### config.mk
export PLATFORM = sky130hd
export DESIGN_NAME = fep_core
export DESIGN_NICKNAME = d
export VERILOG_FILES = /design/src/pkg/fep_pkg.sv /design/src/hw/fep_core.sv
export VERILOG_INCLUDE_DIRS = /design/src /design/src/pkg
export SDC_FILE = /design/constraint.sdc
export NUM_CORES = 1
export LEC_CHECK = 0
export BUFFER_PORTS_ARGS = -buffer_cell sky130_fd_sc_hd__buf_4
export CAP_MARGIN = 15
export CORE_ASPECT_RATIO = 1.25
export CORE_MARGIN = 1
export CORE_UTILIZATION = 30
export DETAILED_ROUTE_END_ITERATION = 10
export PLACE_DENSITY = 0.57
export REMOVE_ABC_BUFFERS = 1
export SYNTH_ARGS = -nofsm -noshare
export SYNTH_HDL_FRONTEND = slang
export SYNTH_SLANG_ARGS = --single-unit
### constraint.sdc
create_clock -name clk -period 3.7 [get_ports clk]
set_input_delay 0.37 -clock clk [delete_from_list [all_inputs] [get_ports clk]]
set_output_delay 0.37 -clock clk [all_outputs]
set_load 0.02 [all_outputs]
### src/pkg/fep_regs.svh
// timing constants and clock source select codes for the fetch/execute pipeline control
`ifndef FEP_REGS_SVH
`define FEP_REGS_SVH
`define FEP_PHASES 4
`define FEP_PC_RESET 13'h0000
`define FEP_SRC_FAST_XTAL 2'h0
`define FEP_SRC_FAST_RC 2'h1
`define FEP_SRC_SLOW_RC 2'h2
`define FEP_SYS_CLK_NS 50
`define FEP_INSN_NS (`FEP_SYS_CLK_NS * `FEP_PHASES)
`endif

### src/pkg/fep_pkg.sv
// types for the fetch/execute pipeline control
package fep_pkg;
  typedef enum logic [1:0] {
    FEP_PH1,
    FEP_PH2,
    FEP_PH3,
    FEP_PH4
  } fep_phase_t;
  typedef enum logic [1:0] {
    FEP_ST_EXEC,
    FEP_ST_EXT2,
    FEP_ST_BRANCH,
    FEP_ST_DUMMY
  } fep_state_t;
endpackage

### src/hw/fep_core.sv
// instruction timing, fetch/execute overlap and branch/skip sequencing
`timescale 1ns/1ps
`include "fep_regs.svh"
module fep_core
  import fep_pkg::*;
#(
  parameter int PC_W = 13,
  parameter int INSN_W = 16
) (
  // clock and reset
  input wire logic clk,
  input wire logic reset_n,
  // oscillator selection
  input wire logic [1:0] clk_src_sel,
  input wire logic external_fast_crystal,
  input wire logic internal_fast_rc_osc,
  input wire logic internal_slow_rc_osc,
  output logic sys_clk_en,
  // phase strobes
  output logic [3:0] instruction_phase_clocks,
  output logic insn_cycle_start,
  // program memory fetch port
  output logic [PC_W-1:0] fetch_addr,
  output logic fetch_strobe,
  input wire logic [INSN_W-1:0] fetch_data,
  // decode feedback
  input wire logic dec_extended,
  input wire logic dec_branch,
  input wire logic [PC_W-1:0] dec_target,
  input wire logic skip_taken,
  // execution
  output logic [INSN_W-1:0] exec_insn,
  output logic exec_valid,
  output logic exec_retire,
  output logic dummy_cycle,
  // ALU datapath
  input wire logic [2:0] alu_op,
  input wire logic [7:0] mem_operand,
  input wire logic [7:0] acc_load_data,
  input wire logic acc_load,
  input wire logic acc_write_en,
  input wire logic [8:0] mem_addr_direct,
  input wire logic [8:0] indirect_ptr,
  input wire logic use_indirect,
  output logic [7:0] acc,
  output logic [7:0] alu_result,
  output logic alu_zero,
  output logic alu_carry,
  output logic [8:0] data_mem_addr
);

  ////////////////////////////////////////////////////////////////////////////
  // clock source selection
  logic src_level;
  logic src_prev;

  always_comb begin
    case (clk_src_sel)
      `FEP_SRC_FAST_XTAL: src_level = external_fast_crystal;
      `FEP_SRC_FAST_RC: src_level = internal_fast_rc_osc;
      `FEP_SRC_SLOW_RC: src_level = internal_slow_rc_osc;
      default: src_level = external_fast_crystal;
    endcase
  end

  always_ff @(posedge clk or negedge reset_n) begin
    if (!reset_n) begin
      src_prev <= 1'b0;
    end else begin
      src_prev <= src_level;
    end
  end

  // rising edge of selected source drives the system tick
  assign sys_clk_en = src_level & ~src_prev;

  ////////////////////////////////////////////////////////////////////////////
  // phase generator
  fep_phase_t phase;

  always_ff @(posedge clk or negedge reset_n) begin
    if (!reset_n) begin
      phase <= FEP_PH1;
    end else if (sys_clk_en) begin
      case (phase)
        FEP_PH1: phase <= FEP_PH2;
        FEP_PH2: phase <= FEP_PH3;
        FEP_PH3: phase <= FEP_PH4;
        FEP_PH4: phase <= FEP_PH1;
        default: phase <= FEP_PH1;
      endcase
    end
  end

  function automatic logic [3:0] phase_onehot(input fep_phase_t p);
    phase_onehot = 4'h1 << p;
  endfunction

  // one strobe per phase, only one high at a time
  assign instruction_phase_clocks = sys_clk_en ? phase_onehot(phase) : 4'h0;
  assign insn_cycle_start = sys_clk_en && (phase == FEP_PH1);
  logic cycle_end;
  assign cycle_end = sys_clk_en && (phase == FEP_PH4);

  ////////////////////////////////////////////////////////////////////////////
  // sequencing state
  fep_state_t state;
  logic [PC_W-1:0] pc;
  logic [INSN_W-1:0] prefetch;
  logic prefetch_valid;
  logic [PC_W-1:0] next_pc;
  fep_state_t next_state;
  logic next_valid;

  always_comb begin
    next_state = FEP_ST_EXEC;
    next_valid = 1'b1;
    next_pc = pc + PC_W'(1);
    case (state)
      FEP_ST_EXEC: begin
        if (!exec_valid) begin
          next_state = FEP_ST_EXEC;
        end else if (skip_taken) begin
          next_state = FEP_ST_DUMMY;
          next_valid = 1'b0;
        end else if (dec_branch) begin
          next_state = FEP_ST_BRANCH;
          next_valid = 1'b0;
        end else if (dec_extended) begin
          next_state = FEP_ST_EXT2;
          next_valid = 1'b0;
          next_pc = pc;
        end
      end
      FEP_ST_EXT2: begin
        if (dec_branch) begin
          next_state = FEP_ST_BRANCH;
          next_valid = 1'b0;
        end
      end
      FEP_ST_BRANCH: begin
        // extra machine cycle after the branch decode: fetch from the target
        next_pc = dec_target + PC_W'(1);
      end
      FEP_ST_DUMMY: begin
        next_state = FEP_ST_EXEC;
      end
      default: begin
        next_state = FEP_ST_EXEC;
      end
    endcase
  end

  always_ff @(posedge clk or negedge reset_n) begin
    if (!reset_n) begin
      state <= FEP_ST_EXEC;
      exec_valid <= 1'b0;
    end else if (cycle_end) begin
      state <= next_state;
      exec_valid <= next_valid && prefetch_valid;
    end
  end

  // program counter moves at the end of the fourth phase
  always_ff @(posedge clk or negedge reset_n) begin
    if (!reset_n) begin
      pc <= `FEP_PC_RESET;
    end else if (cycle_end) begin
      pc <= next_pc;
    end
  end

  // fetch address: the branch target is fetched in the branch cycle
  assign fetch_addr = (state == FEP_ST_BRANCH) ? dec_target : pc;
  assign fetch_strobe = insn_cycle_start && (state != FEP_ST_EXT2);

  always_ff @(posedge clk or negedge reset_n) begin
    if (!reset_n) begin
      prefetch <= '0;
      prefetch_valid <= 1'b0;
    end else if (fetch_strobe) begin
      prefetch <= fetch_data;
      prefetch_valid <= 1'b1;
    end else if (cycle_end && (next_state == FEP_ST_DUMMY)) begin
      prefetch_valid <= 1'b0;
    end
  end

  always_ff @(posedge clk or negedge reset_n) begin
    if (!reset_n) begin
      exec_insn <= '0;
    end else if (cycle_end && next_valid) begin
      exec_insn <= prefetch;
    end
  end

  assign dummy_cycle = (state == FEP_ST_DUMMY) || (state == FEP_ST_BRANCH);
  assign exec_retire = cycle_end && (
    (state == FEP_ST_EXEC && exec_valid && !dec_extended && !dec_branch && !skip_taken) ||
    (state == FEP_ST_EXT2 && !dec_branch) || state == FEP_ST_BRANCH ||
    (state == FEP_ST_EXEC && exec_valid && skip_taken));

  ////////////////////////////////////////////////////////////////////////////
  // ALU and accumulator
  logic [8:0] alu_wide;

  always_comb begin
    alu_wide = 9'h000;
    case (alu_op)
      3'h0: alu_wide = {1'b0, acc} + {1'b0, mem_operand};
      3'h1: alu_wide = {1'b0, acc} - {1'b0, mem_operand};
      3'h2: alu_wide = {1'b0, acc & mem_operand};
      3'h3: alu_wide = {1'b0, acc | mem_operand};
      3'h4: alu_wide = {1'b0, acc ^ mem_operand};
      3'h5: alu_wide = {mem_operand[7], mem_operand[6:0], mem_operand[7]};
      3'h6: alu_wide = {1'b0, mem_operand} + 9'h001;
      3'h7: alu_wide = {1'b0, mem_operand} - 9'h001;
      default: alu_wide = 9'h000;
    endcase
  end

  assign alu_result = alu_wide[7:0];
  assign alu_carry = alu_wide[8];
  assign alu_zero = (alu_wide[7:0] == 8'h00);

  // accumulator written in the last phase of an executing cycle
  always_ff @(posedge clk or negedge reset_n) begin
    if (!reset_n) begin
      acc <= 8'h00;
    end else if (cycle_end && exec_valid && acc_write_en) begin
      acc <= acc_load ? acc_load_data : alu_result;
    end
  end

  // control registers reached directly or through the pointer
  assign data_mem_addr = use_indirect ? indirect_ptr : mem_addr_direct;

  ////////////////////////////////////////////////////////////////////////////
  // checks
  phase_order_a: assert property (@(posedge clk) disable iff (!reset_n)
    sys_clk_en && phase == FEP_PH4 |=> phase == FEP_PH1)
    else $error("phase did not wrap to first");
  strobe_onehot_a: assert property (@(posedge clk) disable iff (!reset_n)
    $onehot0(instruction_phase_clocks))
    else $error("phase strobes overlap");
  pc_step_a: assert property (@(posedge clk) disable iff (!reset_n)
    cycle_end && state == FEP_ST_EXEC && !dec_extended |=> pc == $past(pc) + PC_W'(1))
    else $error("pc did not step");
  fetch_phase_a: assert property (@(posedge clk) disable iff (!reset_n)
    fetch_strobe |-> instruction_phase_clocks[0])
    else $error("fetch outside first phase");
  exec_late_a: assert property (@(posedge clk) disable iff (!reset_n)
    exec_retire |-> instruction_phase_clocks[3])
    else $error("retire outside execute phases");
  skip_dummy_a: assert property (@(posedge clk) disable iff (!reset_n)
    cycle_end && state == FEP_ST_EXEC && exec_valid && skip_taken |=> dummy_cycle && !exec_valid)
    else $error("skip did not insert dummy");
  branch_extra_a: assert property (@(posedge clk) disable iff (!reset_n)
    cycle_end && state == FEP_ST_EXEC && exec_valid && dec_branch && !skip_taken
    |=> state == FEP_ST_BRANCH)
    else $error("branch lacks extra cycle");
  ext_two_a: assert property (@(posedge clk) disable iff (!reset_n)
    cycle_end && state == FEP_ST_EXEC && exec_valid && dec_extended && !dec_branch && !skip_taken
    |=> state == FEP_ST_EXT2)
    else $error("extended not two cycles");
  reset_phase_a: assert property (@(posedge clk)
    $rose(reset_n) |-> phase == FEP_PH1)
    else $error("phase not first after reset");

endmodule

==> impl_results.md <==
- Outcome: completed
- Placed wire-length estimate: 11,080 µm
- Die footprint: about 17,000 µm²
- Clock network latency to the later pin of the worst-skew pair: 0.33 ns
- Final setup violation count: 0
- Req. time, crit path: roughly 3.3 ns
- Maximum number of pins on one net before global-route repair: just over 60
- Post-synthesis cell area: 4870 µm²
- Mean number of vias per cell: 5.034
- Leak pwr: slightly above 3 nW
- Proportion of synthesized chip area in sequential cells: 0.3083
- Clk buf depth: 2
- Yosys Warn Count: 0
- Total power of the final layout: between 4 and 5 mW
- Number of rows in the core area: around 50
- Flip-flop and latch count after synthesis: 60
- Highest attainable clock frequency: roughly 0.28 GHz
- Class of the tightest hold or removal check: primary input to async pin
- Clock tree from TritonCTS: done
- Setup Crit Path Kind: register to primary output
- Max cap viols: 0
- Arrival time of data at the critical path endpoint: around 3.2 ns
- CP endpoint kind: primary output
- First-pass DRT Iterations: 4
- ANT nets after route: 0
- Vias in the first global route: 4,413
- Layout cell share with drive strength beyond 1: 0.4006
- Leading cell types by total area after synthesis: sky130_fd_sc_hd__dfrtp_1, sky130_fd_sc_hd__ha_1, sky130_fd_sc_hd__mux2_2, sky130_fd_sc_hd__xnor2_1, sky130_fd_sc_hd__inv_1
- Most common cell in the synthesized netlist: sky130_fd_sc_hd__dfrtp_1
- Post-synth top area cell: sky130_fd_sc_hd__dfrtp_1
- PD cells: between 600 and 700 nW/µm²
- Routed wire length per instance: 16.56 µm
- Worst clock skew: approximately 0.0092 ns
- Core Box Area: ~16,000 µm²
- Count of clock tree sinks: 60
- Worst setup path start: acc[2]$_DFFE_PN0P_
- Wire length after detailed routing: 14,260 µm
- Reg2reg path depth: 13
- Post-CTS Hold Fix Bufs: 0
- Final-report max-slew violation count: 0
- GRT Util Overall: 0.1746
- Overflow after GRT: 0
- Post-synthesis instance total: around 500
- Fraction of the core area covered by cells at the end of the flow: 0.4136
- Number of H-tree levels: 3
- Final weighted congestion in routability-driven placement: 1.038
- Post-synth ARST share: 1.000
- Worst-margin pin slew: 1.009 ns
- Layout Cells excl Fill: ~860
- Type of element launching the critical path: register
- Final hold slack: ~0.12 ns
- Final hold violation count: 0
- Largest fanout on the critical path: 7
- Max_slew headroom: 0.3270
- Die width: around 120 µm
- Sum Neg Setup Slack: 0 ns
- Ports: about 150
- Synth-to-Final Area Change: 33.32%
- Most used flip-flop cell after synthesis: sky130_fd_sc_hd__dfrtp_1
- Avg Inst Size Synth: ~9.8 µm²
- Fin crit share: 0.9557
- Startpoint of the most critical register-to-register path: acc[2]$_DFFE_PN0P_
- Net count of the finished layout: slightly below 800
- Area fraction of the dominant cell type after synthesis: 0.3083
- Number of antenna violations at the first check in global routing: 0
- Count of distinct cell types in the synthesized netlist: 74
- Worst supply voltage drop on vdd: 0.0005391 V
- Port bufs: between 100 and 150
- Die Span Y: ~140 µm
- Total via count after detailed routing: 4,334
- Final Critical Period: 3.536 ns
- Commonest cells post-synth: sky130_fd_sc_hd__dfrtp_1, sky130_fd_sc_hd__mux2_2, sky130_fd_sc_hd__ha_1
- Post-route setup slack: roughly 0.16 ns
- Drt first-iter violations: 240
- Diodes inserted: 0
- Wire length of the first global-routing pass: approximately 22,000 µm
- Clock Tree Root: sky130_fd_sc_hd__clkbuf_16
- Starting density of the core: 0.3102
- Placed Instance Area: about 6100 µm²
- Number of cells in the design after placement: ~840
- Post-route cell area: between 6000 and 7000 µm²
- Fill cell total of the finished layout: between 1,500 and 2,000
- Post-place setup slack: roughly 0.25 ns
- Number of buffers inserted during clock tree synthesis: 9
- Clock transition at the registers of the reported paths: approximately 0.060 ns
- Drc violations: 0
- Number of flops mapped to enable cells by yosys: 0
cell type report:
class / count / area [µm²] / share of cell area
inverter: 45 / 171.4 / 0.02640
timing repair buffer: 155 / 1167 / 0.1798
tap: 212 / 265.3 / 0.04086
clock inverter: 7 / 60.06 / 0.009250
multi-input combinational: 373 / 3098 / 0.4772
sequential: 60 / 1505 / 0.2318
clock buffer: 9 / 225.2 / 0.03469
sequential cells by signal, summed over array words and instances (netlist names):
name	count
exec_valid	1
phase	2
exec_insn	16
state	2
pc	13
prefetch	16
acc	8
prefetch_valid	1
src_prev	1
critical path: stages (launching register included):
cell and delay [ns]:
sky130_fd_sc_hd__dfrtp_2 0.48, sky130_fd_sc_hd__nor2_2 0.22, sky130_fd_sc_hd__nand2_2 0.11, sky130_fd_sc_hd__nor3_2 0.19
sky130_fd_sc_hd__xnor2_1 0.14, sky130_fd_sc_hd__a21oi_1 0.09, sky130_fd_sc_hd__ha_2 0.37, sky130_fd_sc_hd__nand2_1 0.06
sky130_fd_sc_hd__a211o_1 0.29, sky130_fd_sc_hd__a21oi_1 0.12, sky130_fd_sc_hd__a31oi_1 0.07, sky130_fd_sc_hd__o2bb2ai_2 0.15
sky130_fd_sc_hd__nor4_2 0.34, sky130_fd_sc_hd__buf_4 0.20
kinds of logic after synthesis:
kind of cell	share of synthesized area
muxes	0.1603
adders and majority gates	0.1213
xor gates and xnor gates	0.04496
buffers and inverters	0.06732
DFF	0.3083
and+or+nand+nor	0.1434
AOI/OAI and AO/OA	0.1544
path summary, 6_finish.rpt:
| kind | to | slack, ns |
|---|---|---|
| max | alu_zero | 0.16 |
| max reg2reg | acc[7]$_DFFE_PN0P_ | 0.99 |
| min | pc[3]$_DFFE_PN0P_ | 0.12 |
| max in group asynchronous | acc[2]$_DFFE_PN0P_ | 3.01 |
| min reg2reg | pc[8]$_DFFE_PN0P_ | 0.48 |
| min in group clk | prefetch[4]$_DFFE_PN0P_ | 0.27 |
per-layer routing:
layer | part of all wire | wire length (µm) | GRT usage
met1 | 0.42 | 5990 | 0.2049
met2 | 0.48 | 6878 | 0.2942
met3 | 0.065 | 925 | 0.04401
met4 | 0.033 | 465 | 0.08637
met5 | 0 | 0 | 0
where the power goes:
part	switching (mW)	internal [mW]	total (mW)	leakage, nW
clock	0.347	0.463	0.811	0.131
combinational	1.36	1.17	2.53	2.19
sequential	0.215	0.924	1.14	0.757
total	1.92	2.56	4.48	3.08
what timing repair did:
action	in CTS	in global routing
resized for setup	3	14
buffers inserted	3	4
cloned	0	0
pin swaps	6	4
endpoints found under the setup margin	1	3
cells in the final DEF, fill, tap and decap left out, drive strengths merged, types with 6 or more instances in the layout:
master / Yosys / routed
a211oi: 6 / 6
a21oi: 27 / 27
buf: 14 / 155
clkbuf: 6 / 9
dfrtp: 60 / 60
ha: 44 / 44
inv: 43 / 46
mux2: 53 / 53
mux2i: 14 / 14
nand2: 41 / 41
nand2b: 8 / 8
nand3: 8 / 8
nor2: 23 / 23
nor2b: 7 / 7
nor3: 6 / 6
o21ai: 34 / 34
xnor2: 23 / 23
(Power assumes the default switching activity.)
